[src/rtl/bfh_pkg.sv]
// Package: flash host constants, timing, operation codes and sector map
// What this block does
// - Byte mode: line 15 carries lowest address
// - Read: select and gate low, strobe high
// - Write: strobe and select low, gate high
// - Bypass mode programs in two cycles
// - Wait recovery time after reset release
package bfh_pkg;
	// ----------------------------------------
	// Timing
	// ----------------------------------------
	localparam int CLK_NS = 100;
	localparam int T_ACC_NS = 55;
	localparam int T_WP_NS = 35;
	localparam int T_RP_NS = 500;
	localparam int T_RH_NS = 50;
	localparam int T_READY_NS = 20000;
	localparam int ACC_CYC = (T_ACC_NS + CLK_NS - 1) / CLK_NS + 1;
	localparam int WP_CYC = (T_WP_NS + CLK_NS - 1) / CLK_NS;
	localparam int RP_CYC = (T_RP_NS + CLK_NS - 1) / CLK_NS;
	localparam int RH_CYC = (T_RH_NS + CLK_NS - 1) / CLK_NS;
	localparam int READY_CYC = T_READY_NS / CLK_NS;
	// ----------------------------------------
	// Operations and sequencer states
	// ----------------------------------------
	typedef enum logic [1:0] {
		BFH_OP_READ = 2'h0,
		BFH_OP_WRITE = 2'h1,
		BFH_OP_RESET = 2'h2
	} bfh_op_t;
	typedef enum logic [2:0] {
		BFH_IDLE = 3'h0,
		BFH_SETUP = 3'h1,
		BFH_STROBE = 3'h3,
		BFH_HOLD = 3'h2,
		BFH_RST = 3'h6,
		BFH_RWAIT = 3'h7
	} bfh_state_t;
	// ----------------------------------------
	// Sector map
	// ----------------------------------------
	localparam int SECT_HI = 18;
	localparam int SECT_LO = 12;
	localparam logic [4:0] SECT_ZERO = 5'h00;
	localparam logic [4:0] SECT_FIFTEEN = 5'h0F;
	localparam logic [4:0] SECT_EIGHTEEN = 5'h12;
	function automatic logic [4:0] sector_of(input logic [6:0] a);
		// Input is address bits 18 to 12
		if (a[6:3] != 4'hF)
			return {1'b0, a[6:3]};
		else if (!a[2])
			return SECT_FIFTEEN;
		else if (!a[1])
			return a[0] ? 5'h11 : 5'h10;
		else
			return SECT_EIGHTEEN;
	endfunction
endpackage

[src/rtl/bfh_if.sv]
// Interface: pin bundle between sequencer and pad stage
interface bfh_if;
	logic ce_n;
	logic oe_n;
	logic we_n;
	logic rst_n;
	logic word_mode;
	logic [18:0] addr;
	logic [15:0] dout;
	logic [15:0] doe;
	modport ctl (output ce_n, oe_n, we_n, rst_n, word_mode, addr, dout,
		doe);
	modport pad (input ce_n, oe_n, we_n, rst_n, word_mode, addr, dout,
		doe);
endinterface

[src/rtl/bfh_host.sv]
// Host controller for a parallel boot-sector flash
module bfh_host #(
	parameter int READY_CYCLES = bfh_pkg::READY_CYC
) (
	// Clock and reset
	input wire logic ref_clk,
	input wire logic nrst,
	// Request
	input wire logic req_valid,
	output logic req_ready,
	input wire bfh_pkg::bfh_op_t req_op,
	input wire logic req_word,
	input wire logic [19:0] req_addr,
	input wire logic [15:0] req_wdata,
	// Answer
	output logic rsp_valid,
	output logic [15:0] rsp_rdata,
	output logic [4:0] rsp_sector,
	output logic dev_busy,
	// Flash pins
	output logic ce_n,
	output logic oe_n,
	output logic we_n,
	output logic reset_n,
	output logic byte_n,
	output logic [18:0] addr,
	output logic [15:0] dq_out,
	output logic [15:0] dq_oe,
	input wire logic [15:0] dq_in,
	input wire logic ready_busy_out
);
	// ----------------------------------------
	// Pad stage
	// ----------------------------------------
	bfh_if pins ();
	logic [15:0] dq_sync;
	logic rb_sync;
	bfh_pads u_pads (
		.ref_clk(ref_clk),
		.nrst(nrst),
		.p(pins.pad),
		.ce_n(ce_n),
		.oe_n(oe_n),
		.we_n(we_n),
		.reset_n(reset_n),
		.byte_n(byte_n),
		.addr(addr),
		.dq_out(dq_out),
		.dq_oe(dq_oe),
		.dq_in(dq_in),
		.ready_busy_in(ready_busy_out),
		.dq_sync(dq_sync),
		.rb_sync(rb_sync)
	);
	// ----------------------------------------
	// Sequencer state
	// ----------------------------------------
	bfh_pkg::bfh_state_t state;
	bfh_pkg::bfh_state_t next_state;
	bfh_pkg::bfh_op_t op;
	logic word;
	logic [19:0] a;
	logic [15:0] wd;
	logic [15:0] cnt;
	logic [15:0] next_cnt;
	logic recovered;
	wire idle = state == bfh_pkg::BFH_IDLE;
	wire take = req_valid && req_ready;
	wire cnt_done = cnt == 16'h0000;
	wire is_read = op == bfh_pkg::BFH_OP_READ;
	wire is_write = op == bfh_pkg::BFH_OP_WRITE;
	wire active = state == bfh_pkg::BFH_SETUP ||
		state == bfh_pkg::BFH_STROBE || state == bfh_pkg::BFH_HOLD;
	// Accesses wait for recovery after reset; reads also work while
	// busy, since status reads are legal then
	assign req_ready = idle && recovered;
	assign dev_busy = !rb_sync;
	// Sector bits are A18 to A12 in either width
	wire [6:0] sect_bits = req_word ? req_addr[18:12] : req_addr[19:13];
	// ----------------------------------------
	// Pin drive
	// ----------------------------------------
	wire strobe = state == bfh_pkg::BFH_STROBE;
	wire in_rst = state == bfh_pkg::BFH_RST;
	// Chip select only during an access; standby otherwise
	assign pins.ce_n = !(active && !in_rst);
	assign pins.oe_n = !(active && is_read);
	assign pins.we_n = !(strobe && is_write);
	assign pins.rst_n = !in_rst;
	assign pins.word_mode = word;
	// Byte mode: address bit 0 of the request is A-1 on line 15
	assign pins.addr = word ? a[18:0] : a[19:1];
	assign pins.dout = word ? wd : {a[0], 7'h00, wd[7:0]};
	// Never fight the device while it drives a read
	assign pins.doe = (active && is_write) ?
		(word ? 16'hFFFF : 16'h80FF) :
		((active && !word) ? 16'h8000 : 16'h0000);
	// ----------------------------------------
	// Next state
	// ----------------------------------------
	always_comb begin
		next_state = state;
		next_cnt = cnt_done ? cnt : cnt - 16'h0001;
		unique case (state)
			bfh_pkg::BFH_IDLE: begin
				if (take && req_op == bfh_pkg::BFH_OP_RESET) begin
					next_state = bfh_pkg::BFH_RST;
					next_cnt = 16'(bfh_pkg::RP_CYC);
				end else if (take) begin
					next_state = bfh_pkg::BFH_SETUP;
					next_cnt = 16'h0000;
				end
			end
			bfh_pkg::BFH_SETUP: begin
				next_state = bfh_pkg::BFH_STROBE;
				next_cnt = is_read ? 16'(bfh_pkg::ACC_CYC) :
					16'(bfh_pkg::WP_CYC);
			end
			bfh_pkg::BFH_STROBE: begin
				if (cnt_done) begin
					next_state = bfh_pkg::BFH_HOLD;
				end
			end
			bfh_pkg::BFH_HOLD: begin
				// One full bus cycle per write; bypass is two requests
				next_state = bfh_pkg::BFH_IDLE;
			end
			bfh_pkg::BFH_RST: begin
				if (cnt_done) begin
					next_state = bfh_pkg::BFH_RWAIT;
					next_cnt = 16'(READY_CYCLES);
				end
			end
			bfh_pkg::BFH_RWAIT: begin
				// Wait ready time, and for busy to clear if it was
				if (cnt_done && rb_sync) begin
					next_state = bfh_pkg::BFH_IDLE;
					next_cnt = 16'(bfh_pkg::RH_CYC);
				end
			end
			default: begin
				next_state = bfh_pkg::BFH_IDLE;
			end
		endcase
	end
	// ----------------------------------------
	// Registers
	// ----------------------------------------
	always_ff @(posedge ref_clk) begin
		if (!nrst) begin
			state <= bfh_pkg::BFH_IDLE;
			cnt <= 16'h0000;
			op <= bfh_pkg::BFH_OP_READ;
			word <= 1'b1;
			a <= 20'h00000;
			wd <= 16'h0000;
			recovered <= 1'b0;
		end else begin
			state <= next_state;
			cnt <= next_cnt;
			if (take) begin
				op <= req_op;
				word <= req_word;
				a <= req_addr;
				wd <= req_wdata;
			end
			// Post-reset read recovery
			if (state == bfh_pkg::BFH_RWAIT)
				recovered <= 1'b0;
			else if (idle && !recovered && cnt_done)
				recovered <= 1'b1;
		end
	end
	// ----------------------------------------
	// Answer
	// ----------------------------------------
	always_ff @(posedge ref_clk) begin
		if (!nrst) begin
			rsp_valid <= 1'b0;
			rsp_rdata <= 16'h0000;
			rsp_sector <= bfh_pkg::SECT_ZERO;
		end else begin
			rsp_valid <= state == bfh_pkg::BFH_HOLD ||
				(state == bfh_pkg::BFH_RWAIT && next_state == bfh_pkg::BFH_IDLE);
			if (state == bfh_pkg::BFH_HOLD && is_read)
				rsp_rdata <= word ? dq_sync : {8'h00, dq_sync[7:0]};
			if (take)
				rsp_sector <= bfh_pkg::sector_of(sect_bits);
		end
	end
endmodule // bfh_host

[src/rtl/bfh_pads.sv]
// Pad stage: registered pin drivers and input synchronisers
module bfh_pads (
	// Clock and reset
	input wire logic ref_clk,
	input wire logic nrst,
	// From sequencer
	bfh_if.pad p,
	// Flash pins
	output logic ce_n,
	output logic oe_n,
	output logic we_n,
	output logic reset_n,
	output logic byte_n,
	output logic [18:0] addr,
	output logic [15:0] dq_out,
	output logic [15:0] dq_oe,
	input wire logic [15:0] dq_in,
	input wire logic ready_busy_in,
	// Synchronised back
	output logic [15:0] dq_sync,
	output logic rb_sync
);
	logic [15:0] dq_meta;
	logic rb_meta;
	always_ff @(posedge ref_clk) begin
		if (!nrst) begin
			ce_n <= 1'b1;
			oe_n <= 1'b1;
			we_n <= 1'b1;
			reset_n <= 1'b0;
			byte_n <= 1'b1;
			addr <= 19'h00000;
			dq_out <= 16'h0000;
			dq_oe <= 16'h0000;
		end else begin
			ce_n <= p.ce_n;
			oe_n <= p.oe_n;
			we_n <= p.we_n;
			reset_n <= p.rst_n;
			byte_n <= p.word_mode;
			addr <= p.addr;
			dq_out <= p.dout;
			dq_oe <= p.doe;
		end
	end
	// Two stages; only the second is read
	always_ff @(posedge ref_clk) begin
		dq_meta <= dq_in;
		dq_sync <= dq_meta;
		rb_meta <= ready_busy_in;
		rb_sync <= rb_meta;
	end
endmodule // bfh_pads

[config.mk]
export PLATFORM = sky130hd
export DESIGN_NAME = bfh_host
export DESIGN_NICKNAME = d
export VERILOG_FILES = /design/src/rtl/bfh_pkg.sv /design/src/rtl/bfh_if.sv /design/src/rtl/bfh_host.sv /design/src/rtl/bfh_pads.sv
export SDC_FILE = /design/constraint.sdc
export NUM_CORES = 1
export LEC_CHECK = 0
export BUFFER_PORTS_ARGS = -buffer_cell sky130_fd_sc_hd__buf_2
export CAP_MARGIN = 10
export CORE_ASPECT_RATIO = 0.6
export CORE_MARGIN = 1
export CORE_UTILIZATION = 52
export DETAILED_ROUTE_END_ITERATION = 8
export GPL_TIMING_DRIVEN = 0
export PLACE_DENSITY = 0.85
export SLEW_MARGIN = 20
export SYNTH_ARGS = -nofsm -noshare
export SYNTH_HDL_FRONTEND = slang
export SYNTH_SLANG_ARGS = --single-unit
[constraint.sdc]
create_clock -name ref_clk -period 2.8 [get_ports ref_clk]
set_clock_uncertainty 0.2 [all_clocks]
set_input_delay 0.42 -clock ref_clk [delete_from_list [all_inputs] [get_ports ref_clk]]
set_output_delay 0.42 -clock ref_clk [all_outputs]
set_load 0.02 [all_outputs]
# Word level (Yosys, flattened, before mapping)
# Cells that the tools add are included.
[totals] out_inout_bits=80 in_bits=59 ff_bits=171
[op_classes] eq_ne=8 n_reduce_logical=29 muxes=24 n_addsub=1 n_bitwise=1
[op_table] cell="$mux 16" n=9
[op_table] cell="$pmux 16 s4" n=1
[op_table] cell="$mux 19" n=1
[op_table] cell="$logic_not 16->1" n=1
[op_table] cell="$sub 16x1->16 const B" n=1
[op_table] cell="$mux 15" n=1
[op_table] cell="$mux 3" n=5
[op_table] cell="$pmux 3 s5" n=1
[op_table] cell="$logic_and 1x1->1" n=13
[op_table] cell="$mux 5" n=2
[op_table] cell="$logic_not 1->1" n=7
[op_table] cell="$mux 7" n=1
[op_table] cell="$eq 3x2->1 const B" n=2
[op_table] cell="$eq 3x3->1 const B" n=2
[op_table] cell="$logic_not 3->1" n=2
[op_table] cell="$mux 2" n=2
[op_table] cell="$ne 4x4->1 const B" n=1
[op_table] cell="$eq 3x1->1 const B" n=1
[op_table] cell="$logic_or 1x1->1" n=3
[op_table] cell="$eq 2x1->1 const B" n=1
[op_table] cell="$eq 2x2->1 const B" n=1
[op_table] cell="$logic_not 2->1" n=1
[op_table] cell="$reduce_and 2->1" n=1
[op_table] cell="$reduce_or 2->1" n=1
[op_table] cell="other kinds (2)" n=2

# Logic depth before layout (Yosys ltp)
[depth] ltp_word=9 ltp_mapped=11

# By module
# Synthesis repeated with hierarchy kept, for this count alone.
[hier_totals] hier_cells=628 hier_area_um2=6040.8
[modules_own_cells] module="bfh_host" n_inst=1 area_each_um2=3827.4 cells_per_inst=476
[modules_own_cells] module="bfh_pads" n_inst=1 area_each_um2=2213.4 cells_per_inst=152

# Worst setup path after synthesis
# No wires, ideal clock.
[synth_timing] path_kind="register to register" startpoint="register cnt[0]" endpoint="register cnt[0]" path_buffers=1 required_ns=2.542 arrival_time_ns=2.045 setup_time_ns=0.058 path_stages_with_launch=12 slack_ns=0.498 cell_sequence="dfxtp_1 inv_1 ha_1 nor4b_1 and4_1 buf_4 inv_1 ha_1 nand2b_1 a32o_1 o211ai_1 o21a_1"
[synth_between] elab_chain_cells=5
[synth_rtl] item="start, declared" line_no="bfh_host.sv:64" source="logic [15:0] cnt;"
[synth_rtl] item="start signal, assigned" line_no="bfh_host.sv:160" source="cnt <= next_cnt;"
[synth_rtl] item="$sub 16x1->16 / $logic_not 16->1 (equally long branches)" line_no="bfh_host.sv:103, bfh_host.sv:69"
[synth_rtl] item="$mux 16" line_no="bfh_host.sv:103" source="next_cnt = cnt_done ? cnt : cnt - 16'h0001;"
[synth_rtl] item="$mux 16" line_no="bfh_host.sv:109" source="end else if (take) begin"
[synth_rtl] item="$mux 16" line_no="bfh_host.sv:106" source="if (take && req_op == bfh_pkg::BFH_OP_RESET) begin"
[synth_rtl] item="$pmux 16 s4 (*)" line_no="bfh_host.sv:104" source="unique case (state)"
# Mark *: on every way between the ends. The rest lies on a longest branch, timed or not.
# A chain may end at the register's enable or synchronous reset.

# Worst setup path after layout
# Same ends and word-level chain as after synthesis.

==> flow_summary.toml <==
[yosys]
synth_top_family_by_area = "simple AND/OR/NAND/NOR gates"
postSynthAreaPerCell_um2 = 9.27
syn_inst = 596
synth.area.mux_share = 0.0423
ys_types = 54
synth_edf_count = 0
yosys.area_share.simple = 0.204
synthAdderAreaFrac = 0.00453
syn_area_um2 = 5530
synth_ff_type = "dfxtp_1"
synth_nets = 657
synthXorXnorAreaFrac = 0.00159
synth-async-reset-ratio = 0
synth-compound-area-share = 0.125
ys_seq_area_frac = 0.572
ys_warn_count = 0
synth-seq-cells = 158

[route]
wl_per_cell_um = 15.7
route.detailed.drc = 0
drt_iter0_markers = 381
viasPerCell = 5.41
drt_first_pass_iters = 5
vias = 4959
antenna_left = 0
wirelength_um = 14400

[sta]
max_freq_ghz = 0.384
worstMarginPinSlew_ns = 0.704
relSlewSlack = 0.530
fin_tns_setup_ns = 0
hold_viol = 0
final_max_slew_viol_count = 0
rsz0062_at_grt = "no"
setup_viol = 0
period_share = 0.930
holdWs_ns = 0.0337
fin_crit_ns = 2.60

[floorplanning]
core_area_um2 = 10100
io_pins = 139
core.rowCount = 28
start_util = 0.548
die_w_um = 135
die_h_um = 81.8
die-area_um2 = 11100

[job]
cap_violations = 0

[setup_path]
regToRegStartpoint = "cnt[0]$_SDFF_PN0_"
worstSetupStartpoint = "cnt[0]$_SDFF_PN0_"
r2r_end = "cnt[0]$_SDFF_PN0_"
cp.required_ns = 2.96
end_kind = "flip-flop"
critPathArrivalTime_ns = 2.77
critPathMaxFanout = 10
r2r_cells = 11
crit_type = "reg -> reg"
r2r_slack_ns = 0.20
worstSetupStartpointType = "flip-flop"
crit_path_end = "cnt[0]$_SDFF_PN0_"

[clock_tree]
post_cts_buffers = 0
cts-root-buf = "clkbuf_16"
cts_tree = "yes"
cts_sinks = 158
htree_levels = 4
post_cts_resized = 0
cts-buffers-inserted = 17
clkLatencyLatePin_ns = 0.42
cts.path.max_buffers = 2
clk_pin_slew_worst_paths_ns = 0.07
hold_buffers = 17

[global_routing]
grt_pass1_vias = 4650
track_usage = 0.272
grt_max_degree = 17
grt_pass1_wl_um = 22700
antenna_found_initial = 0
grt_overflow = 0

[power_and_ir_drop]
p_per_area_nw_per_um2 = 870
p_leak_uw = 0.00321
max-vdd-ir-drop_uv = 668

[place]
gp_congestion = 0.928
port_buffers = 137
dp_hpwl_um = 10000
place_area_um2 = 6380

[status]
run_status = "finished, final reports clean"

[finish]
area_delta_synth_final_pct = 29.8
nFillCells = 751
postLayoutCellArea_um2 = 7170
layout-drive-gt1-share = 0.257
n_antenna_cell = 0
layout.nets = 830

[hold_path]
hp-class = "in -> reg"
-- where the power goes --
group	total, uW	switching (uW)	internal (uW)	leakage (uW)
clock network	2410	965	1440	0.000295
logic	1240	740	502	0.00163
registers	2590	148	2440	0.00129
total	6240	1850	4380	0.00321
-- layer usage --
layer | routed length, um | share of wire | track usage | up-vias
li1 | - | - | - | 2364
met1 | 6380 | 0.44 | 0.347 | 2311
met2 | 6490 | 0.45 | 0.439 | 256
met3 | 1330 | 0.092 | 0.0852 | 28
met4 | 241 | 0.017 | 0.0989 | 0
met5 | 0 | 0 | 0 | -
-- cells by family (layout without fill, tap and decap cells) --
family / count (synthesis) / count (layout)
fa+ha+maj: 2 / 2
flops: 158 / 158
compound gates: 121 / 121
mux: 23 / 23
buf+inv: 58 / 244
simple gates: 233 / 233
xor+xnor: 1 / 1
-- layout by cell type (no fill, tap or decap), drive strengths merged, types with 2 or more instances in the layout --
master       synthesis  layout
a21o                 3       3
a21oi               75      75
a31oi                3       3
and2                11      11
and3                 9       9
and4b                2       2
buf                 21     158
bufinv               0       3
clkbuf              27      45
clkinv               0       4
clkinvlp             0       3
dfxtp              158     158
dlygate4sd3          0      17
ha                   2       2
inv                 10      14
mux2                 3       3
mux2i               20      20
nand2              117     117
nand2b               9       9
nand3               18      18
nor2                28      28
nor2b                4       4
nor3                 7       7
nor4                 4       4
o211ai               5       5
o21a                 2       2
o21ai               15      15
o22ai                2       2
o31ai                7       7
or3                  9       9
or4                  6       6
or4b                 2       2
-- stage by stage --
stage | instances | util | setup WS, ns | power [uW]
floorplan | 596 | - | 0.498 | 3460
global placement | 868 | 0.632 | 0.256 | 3760
detailed placement | 868 | 0.632 | 0.241 | 3820
CTS | 917 | 0.711 | 0.193 | 6220
global route | 917 | 0.711 | 0.0225 | 6510
finish | 917 | 0.711 | 0.196 | 6240
-- area by class of cell --
| class | instances | area (um2) | share of cell area |
|---|---|---|---|
| Buffer | 48 | 239 | 0.0333 |
| Multi-Input combinational cell | 380 | 2090 | 0.291 |
| Clock buffer | 18 | 439 | 0.0612 |
| Inverter | 10 | 37.5 | 0.00523 |
| Tap cell | 135 | 169 | 0.0236 |
| Clock inverter | 14 | 181 | 0.0253 |
| Timing Repair Buffer | 154 | 856 | 0.119 |
| Sequential cell | 158 | 3160 | 0.441 |
-- critical path: stages (launching register included) --
cell and delay, ns:
dfxtp_1 0.32, inv_1 0.07, ha_1 0.26, nor4b_1 0.22
and4_1 0.21, buf_4 0.16, inv_1 0.13, ha_1 0.32
nand2b_1 0.15, a32o_1 0.25, o211ai_1 0.10, o21a_1 0.15
-- sequential cells by signal, indices dropped and copies added (netlist names), 5 cells and up --
register / flops
a: 20
wd: 16
u_pads.dq_out: 16
u_pads.dq_meta: 16
u_pads.dq_sync: 16
rsp_sector: 5
u_pads.addr: 19
cnt: 16
rsp_rdata: 16
-- cell usage after synthesis, types with 4 or more instances --
cell type | number | area (um2)
inv_1 | 10 | 37.5
clkbuf_1 | 27 | 101
o211ai_1 | 5 | 37.5
buf_2 | 5 | 25.0
and3_1 | 9 | 56.3
o21ai_0 | 15 | 75.1
or3_1 | 7 | 43.8
or4_1 | 4 | 30.0
a21oi_1 | 75 | 375
nor3_1 | 6 | 30.0
nor2b_1 | 4 | 25.0
o31ai_1 | 7 | 52.6
mux2i_1 | 20 | 200
dfxtp_1 | 158 | 3160
buf_4 | 14 | 105
nand3_1 | 18 | 90.1
nand2b_1 | 9 | 56.3
nand2_1 | 117 | 439
and2_1 | 11 | 68.8
nor2_1 | 28 | 105
-- worst min path at each step --
stage,from,endpoint,cells after the start
3_5_place_dp,u_pads.dq_meta[10]$_DFF_P_,u_pads.dq_sync[10]$_DFF_P_,0
2_1_floorplan,u_pads.dq_meta[0]$_DFF_P_,u_pads.dq_sync[0]$_DFF_P_,0
5_1_grt,req_addr[11],a[11]$_SDFFE_PN0P_,3
6_report,req_addr[11],a[11]$_SDFFE_PN0P_,3
3_3_place_gp,u_pads.dq_meta[6]$_DFF_P_,u_pads.dq_sync[6]$_DFF_P_,0
4_1_cts,req_addr[11],a[11]$_SDFFE_PN0P_,3
Note: power is estimated with default switching activity, not from simulation.
